===== src/fuse_parameter_readout_map.svh =====
// Register offsets, field layouts and constants of the fuse parameter readout
//
// Behaviour
// - Every parameter bit reads back through one register bit
// - None scheme: all 256 key bits valid
// - Three-quarter scheme: key bits 191:0 valid
// - Repeat scheme: key bits 127:0 valid
// - Software reads decoded key values, never encoded
// - Hardware gets parameters over fixed, unalterable wires
// - Hardware key outputs carry decoded values
// - Burn completion raises burn finished event
// - Read completion after refresh raises load event
// - Word 0: write lock, read lock, counter
// - Station address split over words 1 and 2
// - Word 3: hold pad setting and revision
// - Word 4: sdio power, voltage, force bits
// - Word 6: scheme select and disable flags
// - Key word k returns block bits 32k+31:32k
// - Command 1 starts load, cleared when done
// - Event bit 1 burn, bit 0 load; write-one clear
`ifndef FUSE_PARAMETER_READOUT_MAP_SVH
`define FUSE_PARAMETER_READOUT_MAP_SVH

// ----------------------------------------------------------------------
// Register byte offsets
// ----------------------------------------------------------------------
`define OFS_SYS_WORD0    12'h000
`define OFS_SYS_WORD6    12'h018
`define OFS_KEY_ONE      12'h038
`define OFS_KEY_TWO      12'h058
`define OFS_KEY_THREE    12'h078
`define OFS_CMD          12'h100
`define OFS_EV_RAW       12'h104
`define OFS_EV_ENA       12'h108
`define OFS_EV_ST        12'h10C
`define OFS_EV_CLR       12'h110

// ----------------------------------------------------------------------
// Field layouts and reset values
// ----------------------------------------------------------------------
`define MASK_SYS_WORD0   32'h0FFF_FFFF
`define MASK_SYS_WORD1   32'hFFFF_FFFF
`define MASK_SYS_WORD2   32'h00FF_FFFF
`define MASK_SYS_WORD3   32'h0000_5FF0
`define MASK_SYS_WORD4   32'h0001_C000
`define MASK_SYS_WORD5   32'hF00F_FFFF
`define MASK_SYS_WORD6   32'h0000_07F7
`define SCHEME_NONE      2'h0
`define SCHEME_THREEQ    2'h1
`define SCHEME_REPEAT    2'h2
`define CMD_LOAD         32'h0000_0001
`define CMD_BURN         32'h0000_0002
`define CMD_IDLE         2'h0
`define EV_LOAD_BIT      0
`define EV_BURN_BIT      1
`define EV_RESET         2'h0
`define SYS_WORDS        7
`define KEY_WORDS        8
`define LAST_FUSE_WORD   5'h1E

`endif


===== src/fuse_parameter_readout_pkg.sv =====
// Types shared by the fuse parameter readout design
`default_nettype none
package fuse_parameter_readout_pkg;

   // ----------------------------------------------------------------------
   // Sequencer states
   // ----------------------------------------------------------------------
   typedef enum logic [2:0]
   {
      ST_IDLE,
      ST_RD_ISSUE,
      ST_RD_WAIT,
      ST_DECODE,
      ST_BURN
   } seq_t;

endpackage : fuse_parameter_readout_pkg
`default_nettype wire


===== src/fuse_parameter_readout.sv =====
// Fuse parameter readout: load sequencer, decoder, APB registers, events
//
// Design decisions made here: the placing of the registers and the APB register port.
`timescale 1ns/100ps
`default_nettype none
`include "fuse_parameter_readout_map.svh"

module fuse_parameter_readout #(
   parameter int FUSE_ADDR_W = 5                // Fuse word address width
)(
   input  wire  logic                    pclk,          // Bus clock, 25 MHz
   input  wire  logic                    presetn,       // Async reset, low
   input  wire  logic [11:0]             paddr,         // APB byte address
   input  wire  logic                    psel,          // APB select
   input  wire  logic                    penable,       // APB access phase
   input  wire  logic                    pwrite,        // APB write
   input  wire  logic [31:0]             pwdata,        // APB write data
   output logic       [31:0]             prdata,        // APB read data
   output logic                          pready,        // APB ready
   output logic                          pslverr,       // APB error
   output logic                          fuse_rd_en,    // Fuse word read strobe
   output logic       [FUSE_ADDR_W-1:0]  fuse_addr,     // Fuse word index
   input  wire  logic [31:0]             fuse_rd_data,  // Fuse word, while strobe stands
   output logic                          burn_start,    // Burn request pulse
   input  wire  logic                    burn_done,     // Burn finished pulse
   output logic                          irq,           // Level interrupt
   output logic       [6:0][31:0]        hw_sysparam,   // Fixed parameter words
   output logic       [255:0]            hw_key_one,    // Decoded key block one
   output logic       [255:0]            hw_key_two,    // Decoded key block two
   output logic       [255:0]            hw_key_three   // Decoded key block three
);

   // ----------------------------------------------------------------------
   // Elaboration checks
   // ----------------------------------------------------------------------
   // Thirty-one fuse words must be addressable
   if (FUSE_ADDR_W < 5)
   begin : g_addr_check
      $error("FUSE_ADDR_W must be at least 5");
   end

   // ----------------------------------------------------------------------
   // State
   // ----------------------------------------------------------------------
   typedef struct packed {
      fuse_parameter_readout_pkg::seq_t seq;     // Sequencer state
      logic [4:0]                       idx;     // Fuse word being read
      logic [6:0][31:0]                 sys;     // Fixed parameter words
      logic [23:0][31:0]                raw;     // Encoded key words
      logic [2:0][255:0]                key;     // Decoded key blocks
      logic [1:0]                       cmd;     // Command register
      logic [1:0]                       ev;      // Sticky event bits
      logic [1:0]                       ena;     // Event mask
      logic                             irq;     // Interrupt level
      logic [31:0]                      rdata;   // Read data
      logic                             ready;   // Access phase answer
      logic                             err;     // Unmapped access
      logic                             rd_en;   // Fuse read strobe
      logic                             burn;    // Burn request pulse
   } state_t;

   state_t s_q;                                  // Registered state
   state_t s_d;                                  // Next state

   // ----------------------------------------------------------------------
   // Helpers
   // ----------------------------------------------------------------------
   // Field mask of a fixed parameter word; reserved bits read zero
   function automatic logic [31:0] sys_mask(input logic [2:0] w);
      logic [31:0] m;
      m = 32'h0000_0000;
      // Unburnable gaps between fields must never leak to software
      case (w)
         3'h0:    m = `MASK_SYS_WORD0;
         3'h1:    m = `MASK_SYS_WORD1;
         3'h2:    m = `MASK_SYS_WORD2;
         3'h3:    m = `MASK_SYS_WORD3;
         3'h4:    m = `MASK_SYS_WORD4;
         3'h5:    m = `MASK_SYS_WORD5;
         3'h6:    m = `MASK_SYS_WORD6;
         default: m = 32'h0000_0000;
      endcase
      return m;
   endfunction : sys_mask

   // Turn stored fuse contents back into the parameter value
   function automatic logic [255:0] decode_key(input logic [255:0] enc,
                                               input logic [1:0]   scheme);
      logic [255:0] dec;
      dec = '0;
      case (scheme)
         `SCHEME_THREEQ:
         begin
            // Six data bytes per 64-bit group, two check bytes dropped
            for (int g = 0; g < 4; g++)
            begin
               dec[48*g +: 48] = enc[64*g +: 48];
            end
         end
         `SCHEME_REPEAT:
         begin
            // Bit counts as burned when either copy is burned
            dec[127:0] = enc[127:0] | enc[255:128];
         end
         default:
         begin
            dec = enc;
         end
      endcase
      return dec;
   endfunction : decode_key

   // Whether an address names a register of this block
   function automatic logic addr_ok(input logic [11:0] a);
      logic ok;
      ok = 1'b0;
      if (a[1:0] == 2'h0)
      begin
         if (a <= `OFS_SYS_WORD6)
            ok = 1'b1;
         if (a >= `OFS_KEY_ONE && a <= `OFS_KEY_THREE + 12'h01C)
            ok = 1'b1;
         if (a >= `OFS_CMD && a <= `OFS_EV_CLR)
            ok = 1'b1;
      end
      return ok;
   endfunction : addr_ok

   // ----------------------------------------------------------------------
   // Next-state logic
   // ----------------------------------------------------------------------
   // One process for bus decode, sequencer and events
   always_comb
   begin
      logic        wr;         // Write takes effect this edge
      logic [1:0]  set;        // Events raised this cycle
      logic [1:0]  clr;        // Events cleared by software
      logic [4:0]  ri;         // Key word index of a fuse word
      logic [255:0] enc;       // Gathered encoded block
      logic [11:0] base;       // Key block base offset
      logic [11:0] koff;       // Offset inside a key block
      s_d   = s_q;
      wr    = psel && penable && pwrite && s_q.ready;
      set   = 2'h0;
      clr   = 2'h0;
      ri    = 5'h00;
      enc   = '0;
      base  = 12'h000;
      koff  = 12'h000;

      // Single-cycle strobes drop by default
      s_d.rd_en = 1'b0;
      s_d.burn  = 1'b0;

      // Bus: read data is prepared in the setup phase, so no wait states
      s_d.ready = psel && !penable;
      s_d.err   = 1'b0;
      if (psel && !penable)
      begin
         s_d.rdata = 32'h0000_0000;
         s_d.err   = !addr_ok(paddr);
         // Refused places answer zero; a misaligned address inside a
         // mapped range must not alias onto the word below it
         if (addr_ok(paddr))
         begin
            if (paddr <= `OFS_SYS_WORD6)
               s_d.rdata = s_q.sys[paddr[4:2]];
            for (int b = 0; b < 3; b++)
            begin
               // Word offset from the full difference: the low address
               // bits alone go negative where a block crosses alignment
               base = `OFS_KEY_ONE + 12'(32 * b);
               koff = paddr - base;
               if (paddr >= base && paddr <= base + 12'h01C)
                  s_d.rdata = s_q.key[b][32*koff[4:2] +: 32];
            end
            case (paddr)
               `OFS_CMD:    s_d.rdata = {30'h0, s_q.cmd};
               `OFS_EV_RAW: s_d.rdata = {30'h0, s_q.ev};
               `OFS_EV_ENA: s_d.rdata = {30'h0, s_q.ena};
               `OFS_EV_ST:  s_d.rdata = {30'h0, s_q.ev & s_q.ena};
               default:     s_d.rdata = s_d.rdata;
            endcase
         end
      end

      // Register writes; parameter words are read-only and ignore writes
      if (wr && paddr == `OFS_EV_ENA)
         s_d.ena = pwdata[1:0];
      if (wr && paddr == `OFS_EV_CLR)
         clr = pwdata[1:0];

      // Sequencer
      case (s_q.seq)
         fuse_parameter_readout_pkg::ST_IDLE:
         begin
            // Commands are only taken while idle; others are dropped
            if (wr && paddr == `OFS_CMD && pwdata == `CMD_LOAD)
            begin
               s_d.cmd = 2'(`CMD_LOAD);
               s_d.idx = 5'h00;
               s_d.seq = fuse_parameter_readout_pkg::ST_RD_ISSUE;
            end
            else if (wr && paddr == `OFS_CMD && pwdata == `CMD_BURN)
            begin
               s_d.cmd  = 2'(`CMD_BURN);
               s_d.burn = 1'b1;
               s_d.seq  = fuse_parameter_readout_pkg::ST_BURN;
            end
         end
         fuse_parameter_readout_pkg::ST_RD_ISSUE:
         begin
            s_d.rd_en = 1'b1;
            s_d.seq   = fuse_parameter_readout_pkg::ST_RD_WAIT;
         end
         fuse_parameter_readout_pkg::ST_RD_WAIT:
         begin
            // Array answers in the cycle the strobe stands
            if (s_q.idx < 5'(`SYS_WORDS))
            begin
               s_d.sys[s_q.idx[2:0]] = fuse_rd_data & sys_mask(s_q.idx[2:0]);
            end
            else
            begin
               ri = s_q.idx - 5'(`SYS_WORDS);
               s_d.raw[ri] = fuse_rd_data;
            end
            if (s_q.idx == `LAST_FUSE_WORD)
               s_d.seq = fuse_parameter_readout_pkg::ST_DECODE;
            else
            begin
               s_d.idx = s_q.idx + 5'h01;
               s_d.seq = fuse_parameter_readout_pkg::ST_RD_ISSUE;
            end
         end
         fuse_parameter_readout_pkg::ST_DECODE:
         begin
            // Scheme comes from the freshly loaded word 6
            for (int b = 0; b < 3; b++)
            begin
               for (int k = 0; k < `KEY_WORDS; k++)
                  enc[32*k +: 32] = s_q.raw[8*b + k];
               s_d.key[b] = decode_key(enc, s_q.sys[6][1:0]);
            end
            s_d.cmd = `CMD_IDLE;
            set[`EV_LOAD_BIT] = 1'b1;
            s_d.seq = fuse_parameter_readout_pkg::ST_IDLE;
         end
         fuse_parameter_readout_pkg::ST_BURN:
         begin
            if (burn_done)
            begin
               s_d.cmd = `CMD_IDLE;
               set[`EV_BURN_BIT] = 1'b1;
               s_d.seq = fuse_parameter_readout_pkg::ST_IDLE;
            end
         end
         default:
         begin
            s_d.seq = fuse_parameter_readout_pkg::ST_IDLE;
         end
      endcase

      // An event in the clearing cycle survives the clear
      s_d.ev  = (s_q.ev & ~clr) | set;
      s_d.irq = |(s_d.ev & s_d.ena);
   end

   // ----------------------------------------------------------------------
   // State register
   // ----------------------------------------------------------------------
   // Read values stay put between loads; bus reads change nothing here
   always_ff @(posedge pclk or negedge presetn)
   begin
      if (!presetn)
      begin
         s_q     <= '0;
         s_q.seq <= fuse_parameter_readout_pkg::ST_IDLE;
         s_q.ev  <= `EV_RESET;
      end
      else
      begin
         s_q <= s_d;
      end
   end

   // ----------------------------------------------------------------------
   // Outputs
   // ----------------------------------------------------------------------
   // Hardware consumers see the flops directly, no software path   
   assign prdata       = s_q.rdata;
   assign pready       = s_q.ready;
   assign pslverr      = s_q.err;
   assign fuse_rd_en   = s_q.rd_en;
   assign fuse_addr    = FUSE_ADDR_W'(s_q.idx);
   assign burn_start   = s_q.burn;
   assign irq          = s_q.irq;
   assign hw_sysparam  = s_q.sys;
   assign hw_key_one   = s_q.key[0];
   assign hw_key_two   = s_q.key[1];
   assign hw_key_three = s_q.key[2];

   // ----------------------------------------------------------------------
   // Assertions
   // ----------------------------------------------------------------------
   // Zero wait states: ready stands only in the access cycle
   AST_READY_AFTER_SETUP: assert property (@(posedge pclk) disable iff (!presetn)
      psel && !penable |=> pready && !$past(pready))
      else $error("Ready did not follow setup phase");

   // Refused places answer an error and zero data
   AST_UNMAPPED_ERROR: assert property (@(posedge pclk) disable iff (!presetn)
      psel && !penable && !addr_ok(paddr) |=> pslverr && prdata == 32'h0000_0000)
      else $error("Unmapped access not flagged");

   AST_LOAD_EVENT: assert property (@(posedge pclk) disable iff (!presetn)
      s_q.seq == fuse_parameter_readout_pkg::ST_DECODE |=> s_q.ev[0] && s_q.cmd == 2'h0)
      else $error("Load finish did not raise event and clear command");

   AST_BURN_EVENT: assert property (@(posedge pclk) disable iff (!presetn)
      s_q.seq == fuse_parameter_readout_pkg::ST_BURN && burn_done |=> s_q.ev[1])
      else $error("Burn finish did not raise event");

   // Interrupt line follows the unmasked sticky bits
   AST_IRQ_LEVEL: assert property (@(posedge pclk) disable iff (!presetn)
      irq == |(s_q.ev & s_q.ena))
      else $error("Interrupt level disagrees with events");

   AST_REPEAT_WIDTH: assert property (@(posedge pclk) disable iff (!presetn)
      s_q.seq == fuse_parameter_readout_pkg::ST_DECODE && s_q.sys[6][1:0] == 2'h2
      |=> hw_key_one[255:128] == '0 && hw_key_three[255:128] == '0)
      else $error("Repeat scheme upper bits not zero");

   AST_THREEQ_WIDTH: assert property (@(posedge pclk) disable iff (!presetn)
      s_q.seq == fuse_parameter_readout_pkg::ST_DECODE && s_q.sys[6][1:0] == 2'h1
      |=> hw_key_two[255:192] == '0 && hw_key_two[47:0] == 48'($past(s_q.raw[9:8])))
      else $error("Three-quarter decode wrong");

   AST_NONE_PASS: assert property (@(posedge pclk) disable iff (!presetn)
      s_q.seq == fuse_parameter_readout_pkg::ST_DECODE && s_q.sys[6][1:0] == 2'h0
      |=> hw_key_one == $past(s_q.raw[7:0]))
      else $error("None scheme key differs from fuse data");

   // Bus traffic while idle must not disturb loaded values
   AST_KEEP_VALUES: assert property (@(posedge pclk) disable iff (!presetn)
      s_q.seq == fuse_parameter_readout_pkg::ST_IDLE |=> $stable(s_q.key) && $stable(s_q.sys))
      else $error("Read values changed outside a load");

   // An event raised in the clearing cycle is not lost
   AST_SET_WINS: assert property (@(posedge pclk) disable iff (!presetn)
      s_q.seq == fuse_parameter_readout_pkg::ST_DECODE && psel && penable && pwrite
      && pready && paddr == `OFS_EV_CLR && pwdata[0] |=> s_q.ev[0])
      else $error("Clear beat a simultaneous event");

   // Unused fuse bits of words 0 and 2 never reach the hardwired words
   AST_WORD0_RESERVED: assert property (@(posedge pclk) disable iff (!presetn)
      hw_sysparam[0][31:28] == 4'h0 && hw_sysparam[2][31:24] == 8'h00)
      else $error("Reserved parameter bits not zero");

   // Key block one moves only in the decode cycle, never mid-load
   AST_KEY_ONLY_AT_DECODE: assert property (@(posedge pclk) disable iff (!presetn)
      s_q.seq != fuse_parameter_readout_pkg::ST_DECODE |=> $stable(hw_key_one))
      else $error("Key block changed outside the decode cycle");

   // A finished burn frees the command register
   AST_BURN_CMD_CLEAR: assert property (@(posedge pclk) disable iff (!presetn)
      s_q.seq == fuse_parameter_readout_pkg::ST_BURN && burn_done |=> s_q.cmd == 2'h0)
      else $error("Command not cleared after burn");

   // The array strobe is a single-cycle pulse
   AST_STROBE_PULSE: assert property (@(posedge pclk) disable iff (!presetn)
      fuse_rd_en |=> !fuse_rd_en)
      else $error("Fuse read strobe longer than one cycle");

endmodule : fuse_parameter_readout
`default_nettype wire


===== config.mk =====
export PLATFORM = sky130hd
export DESIGN_NAME = fuse_parameter_readout
export DESIGN_NICKNAME = d
export VERILOG_FILES = /design/src/fuse_parameter_readout_pkg.sv /design/src/fuse_parameter_readout.sv
export VERILOG_INCLUDE_DIRS = /design/src
export SDC_FILE = /design/constraint.sdc
export NUM_CORES = 2
export LEC_CHECK = 0
export ABC_AREA = 0
export BUFFER_PORTS_ARGS = -buffer_cell sky130_fd_sc_hd__buf_2
export CORE_MARGIN = 2
export CORE_UTILIZATION = 49
export DETAILED_ROUTE_END_ITERATION = 7
export PLACE_DENSITY = 0.72
export SLEW_MARGIN = 15
export SYNTH_ARGS = -nofsm -noshare
export SYNTH_HDL_FRONTEND = slang
export SYNTH_SLANG_ARGS = --single-unit

===== constraint.sdc =====
create_clock -name pclk -period 6.86 [get_ports pclk]
set_input_delay 0.686 -clock pclk [delete_from_list [all_inputs] [get_ports pclk]]
set_output_delay 0.686 -clock pclk [all_outputs]
set_load 0.01 [all_outputs]

== Word-level counts from Yosys, hierarchy flattened ==
Index checks and enable logic that the tools add are counted.
Storage, ports and cells
  output and inout bits: 1034
  bits of input ports: 82
  register bits: 1811
  logic and storage cells: 185
Operators by class
  equal/unequal tests: 24
  bitwise logic cells: 10
  multiplexer cells: 53
  $add $sub $neg: 5
  shift operators: 3
  magnitude comparators: 15
  reduce and logical (&&, ||, !) cells: 30
Operators with widths (count)
  $bwmux W768: 1
  $pmux W128 S2: 3
  $shiftx A256 B9 Y32: 3
  $or A128 B128 Y128: 3
  $pmux W64 S2: 3
  $mux W32: 10
  $bwmux W224: 1
  $pmux W32 S7: 1
  $mux W64: 3
  $demux W32 S5: 1
  $pmux W32 S4: 1
  $bmux W32 S3: 1
  $demux W32 S3: 1
  $eq A12 B9 Y1 const B: 5
  $and A32 B32 Y32: 1
  $eq A32 B1 Y1 const B: 1
  $eq A32 B2 Y1 const B: 1
  $ge A12 B7 Y1 const B: 2
  $le A12 B7 Y1 const B: 2
  $logic_and A1 B1 Y1: 16
  $sub A5 B5 Y5 const B: 3
  $mux W1: 13
  $eq A3 B2 Y1 const B: 4
  $eq A3 B3 Y1 const B: 4
  other kinds (36): 56

== Longest topological paths before layout ==
  depth in word-level cells: 10
  depth in mapped cells: 11
  depth with buffers taken out: 7

== Worst setup path before layout ==
Ideal clock, no wire load.
  kind: in2reg
  start point: input port paddr[2]
  end point: register s_q, in the netlist prdata[2]
  data arrival time: 2528 ps
  slack: 4205 ps
  buffers on the path: 4
  setup time: 127 ps
  required time: 6733 ps
  cell stages on the path: 8
  cells stage by stage: buf_2 buf_2 buf_2 buf_2 mux4_2 mux2i_1 a2bb2oi_1 o31ai_1
Between the ends
  word-level cells in the longest chain between the ends: 8
  elaborated cells between the ends (all ways): 37
  those cells by class: add/sub (3); order compare (9); eq/ne (4); shift (3); mux (13); reduce/logical (5)
RTL lines
  start: declaration: RTL line fuse_parameter_readout.sv:13  | input wire logic [11:0] paddr,
  branches (longest 7 deep; another with $sub A5 B5 Y5)
  $mux W32 *: RTL line fuse_parameter_readout.sv:164  | if (addr_ok(paddr))
  end: declaration: RTL line fuse_parameter_readout.sv:62  | state_t s_q;
Mark *: on every way between the ends. The select of a mux whose other input is x is not followed.
A chain may end at the register's enable or synchronous reset.

== Final worst setup path ==
  start point: register s_q, in the netlist hw_sysparam[192]
  end point: register s_q, in the netlist hw_key_two[133]
Between the ends
  word-level cells in the longest chain between the ends: 2
  elaborated cells between the ends (all ways): 3
  those cells by class: eq/ne (2); mux (1)
RTL lines
  $eq A2 B2 Y1 or $eq A2 B1 Y1 (tied branches): RTL line fuse_parameter_readout.sv:91  | case (scheme)
  $pmux W64 S2 *: RTL line fuse_parameter_readout.sv:91
Mark *: on every way between the ends. The rest lies on a longest branch, timed or not.

==> out/results.ini <==
[run_status]
status = completed

[synthesis]
syn_inst = 8299
synth_nets = 8392
ys.flop_type = dfrtp_1
synth_edf_count = 0
yosysWarnings = 0
synth_seq_area_share_pct = 50.4
synth-seq-cells = 1811
synth.distinct_cells = 64
async_flop_share_pct = 100
synth_area_um2 = 89900
syn-mean-instance-area_um2 = 10.8

[floorplan]
die-area_um2 = 187000
core_area_um2 = 183000
num_io_pins = 1116
start_util_pct = 49.2
fp-row-count = 157
die_h_um = 432
dieWidth_um = 432

[detailed_routing]
via_per_inst = 6.56
drtIter0Drc = 10175
num_vias = 69804
wl_mm = 391
ant_nets = 0
drt_first_pass_iters = 8
drc = 0
wl_per_cell_um = 36.7

[pwr]
pwr-share-comb_pct = 4.1
irDropWorstVdd_mv = 0.226
p_int_mw = 17.1
sw_frac_of_total_pct = 23.8
pwr-share-clk_pct = 47.5
pwr_density_cell_nw_per_um2 = 234
switchingPower_mw = 5.35
power.share.sequential_pct = 48.4
p_leak_nw = 49.2

[clock_network]
cts_root_buffer = clkbuf_16
cts.path.max_buffers = 3
cts_buffers = 190
path_clk_slew_ps = 60
h-tree-depth = 4
cts_tree = yes
clkLatencyLatePin_ps = 870
clkSinkCount = 1811
ctsResizeCount = 0

[sta]
fin_crit_sh_pct = 59.7
skew_ps = 49.7
rsz0062_at_grt = no
fmax_mhz = 244
setup_ws_ps = 2760
relSlewSlack_pct = 10.9
period_needed_ps = 4100
finalSetupViolations = 0
worstMarginPinSlew_ps = 1300
hold_violations = 0
maxSlewViolCount = 0
tns_ps = 0

[worst_setup_path]
cp_data_arrival_time_ps = 4810
r2r_setup_slack_ps = 2760
path_class = reg2reg
start_kind = register
worst_setup_path_end_kind = register
cp.required_ps = 7570
worstPathMaxFanout = 159
reg2regPathDepth = 8

[final_layout]
layout-drive-gt1-share_pct = 29.9
nets = 8159
nFillCells = 15856
layout_commonest_cell = dfrtp_1
multiInputGateArea_um2 = 33700
layout_common_cells = 1811 x dfrtp_1, 1111 x buf_2, 1022 x nand2_1, 660 x mux2_2, 567 x o21ai_0
area_delta_synth_final_pct = 6.97
seqCellArea_um2 = 45300

[global_routing]
grt_overflow_total = 0
grt_max_degree = 222
grt_usage_pct = 41.0
antenna_found_initial = 62
grt_pass1_wl_mm = 536
grt_pass1_vias = 65463

[place]
dpl.hpwl_mm = 275
portBuffers = 1115
gp_congestion = 1.00
dpl_worst_slack_ps = 2270

[hold_path]
whs_path_depth = 2
hold_class = in2reg

[flow_run]
cap_violations = 0

==> power by group through the flow <==
stage / clock network [mW] / logic [mW] / registers (mW)
floorplan: 0 / 0.396 / 11.1
global placement: 0 / 0.891 / 11.1
detailed placement: 0 / 0.909 / 11.1
CTS: 10.7 / 0.912 / 10.9
global route: 11.1 / 0.980 / 10.9
finish: 10.7 / 0.920 / 10.9
==> metrics by stage <==
step / hold WS, ps / cells / total power [mW] / util [%] / area, um^2
3_3_place_gp: 469 / 10257 / 12.0 / 49.1 / 89700
4_1_cts: 15.1 / 10603 / 22.5 / 52.6 / 96000
3_5_place_dp: 476 / 10258 / 12.0 / 49.1 / 89700
5_1_grt: 62.5 / 10615 / 23.0 / 52.6 / 96100
6_report: 54.6 / 10637 / 22.5 / 52.6 / 96100
2_1_floorplan: 390 / 8299 / 11.5 / - / 89900
==> Yosys cell counts, types with 2 or more instances <==
cell,n,area (um^2)
a211o_1,2,17.5
mux2i_1,98,981
clkbuf_1,472,1770
o211ai_1,4,30.0
a21o_1,243,1820
o31ai_1,30,225
o221ai_1,3,26.3
nor3_1,4,20.0
o21ai_1,20,100
a2bb2oi_1,31,272
nand3_1,203,1020
or4b_1,2,20.0
a31oi_1,3,18.8
buf_1,70,263
nand2_1,1032,3870
buf_4,1029,7720
ha_1,11,138
a221oi_1,431,3770
xor2_1,2,17.5
inv_1,255,957
o22ai_1,2,12.5
nor3_2,2,20.0
dfrtp_1,1811,45300
and2_1,46,288
a22o_1,2,17.5
o2bb2ai_1,3,26.3
and3_1,32,200
nor4_1,15,93.8
nor2b_1,4,25.0
o21ai_0,567,2840
mux2_1,139,1570
o21bai_1,2,15.0
mux4_2,224,5040
buf_2,77,385
or3_1,3,18.8
a211oi_1,63,473
nor2_1,477,1790
nand4_1,5,31.3
or2_2,3,18.8
nand3b_1,3,22.5
mux2_2,660,7430
a21oi_1,187,936
nand2b_1,6,37.5
==> area by class of cell <==
| cell class | instances | area share, % |
|---|---|---|
| flip-flops and latches | 1811 | 47.1 |
| multi-input cells | 4584 | 35.1 |
| repair buffers | 1223 | 7.00 |
| clock buffers | 275 | 5.71 |
| well taps | 2385 | 3.10 |
| inverters | 256 | 1.00 |
| clock inverters | 69 | 0.886 |
| diodes | 34 | 0.0885 |
==> final timing paths <==
check,end,start
max,hw_key_two[133],hw_sysparam[192]
min,s_q[1810],burn_done
max reg2reg,hw_key_two[133],hw_sysparam[192]
min reg2reg,hw_key_one[239],hw_key_one[239]
max in group asynchronous,hw_sysparam[159],presetn
min in group asynchronous,hw_key_one[194],presetn
==> flip-flops by register name, summed over array words and instances (netlist names) <==
| signal | cells |
|---|---|
| pready | 1 |
| fuse_addr | 5 |
| irq | 1 |
| hw_key_three | 256 |
| s_q | 777 |
| prdata | 32 |
| fuse_rd_en | 1 |
| hw_key_two | 256 |
| hw_sysparam | 224 |
| hw_key_one | 256 |
| pslverr | 1 |
| burn_start | 1 |
==> worst max-delay path, cell delays in order (launching register included) <==
cell,delay (ps)
dfrtp_1,450
inv_1,120
ha_4,950
buf_12,480
nor2b_4,90
buf_4,310
buf_12,270
a221oi_1,610
nor2_1,90
==> per-layer routing <==
layer  share of wire, %  up-vias  global-route usage (%)
li1                   -    27639                       -
met3                 13     1209                    14.1
met1                 35    35692                    50.6
met5              0.050        -                       0
met4                 10       30                    33.7
met2                 42     5234                    58.0
==> kinds of logic after synthesis <==
group / count (synthesis) / synth area share (%)
xor+xnor: 3 / 0.0292
fa+ha+maj: 11 / 0.153
buf+inv: 1904 / 12.4
compound gates: 1602 / 11.9
flops: 1811 / 50.4
simple gates: 1847 / 8.43
mux: 1121 / 16.7
==> what timing repair did <==
action                                  4_1_cts  5_1_grt
hold buffers                                  1        0
buffers inserted                              0        0
hold endpoints to repair                     98        0
endpoints found under the setup margin        0        0
Power figures use the tool's default switching activity.
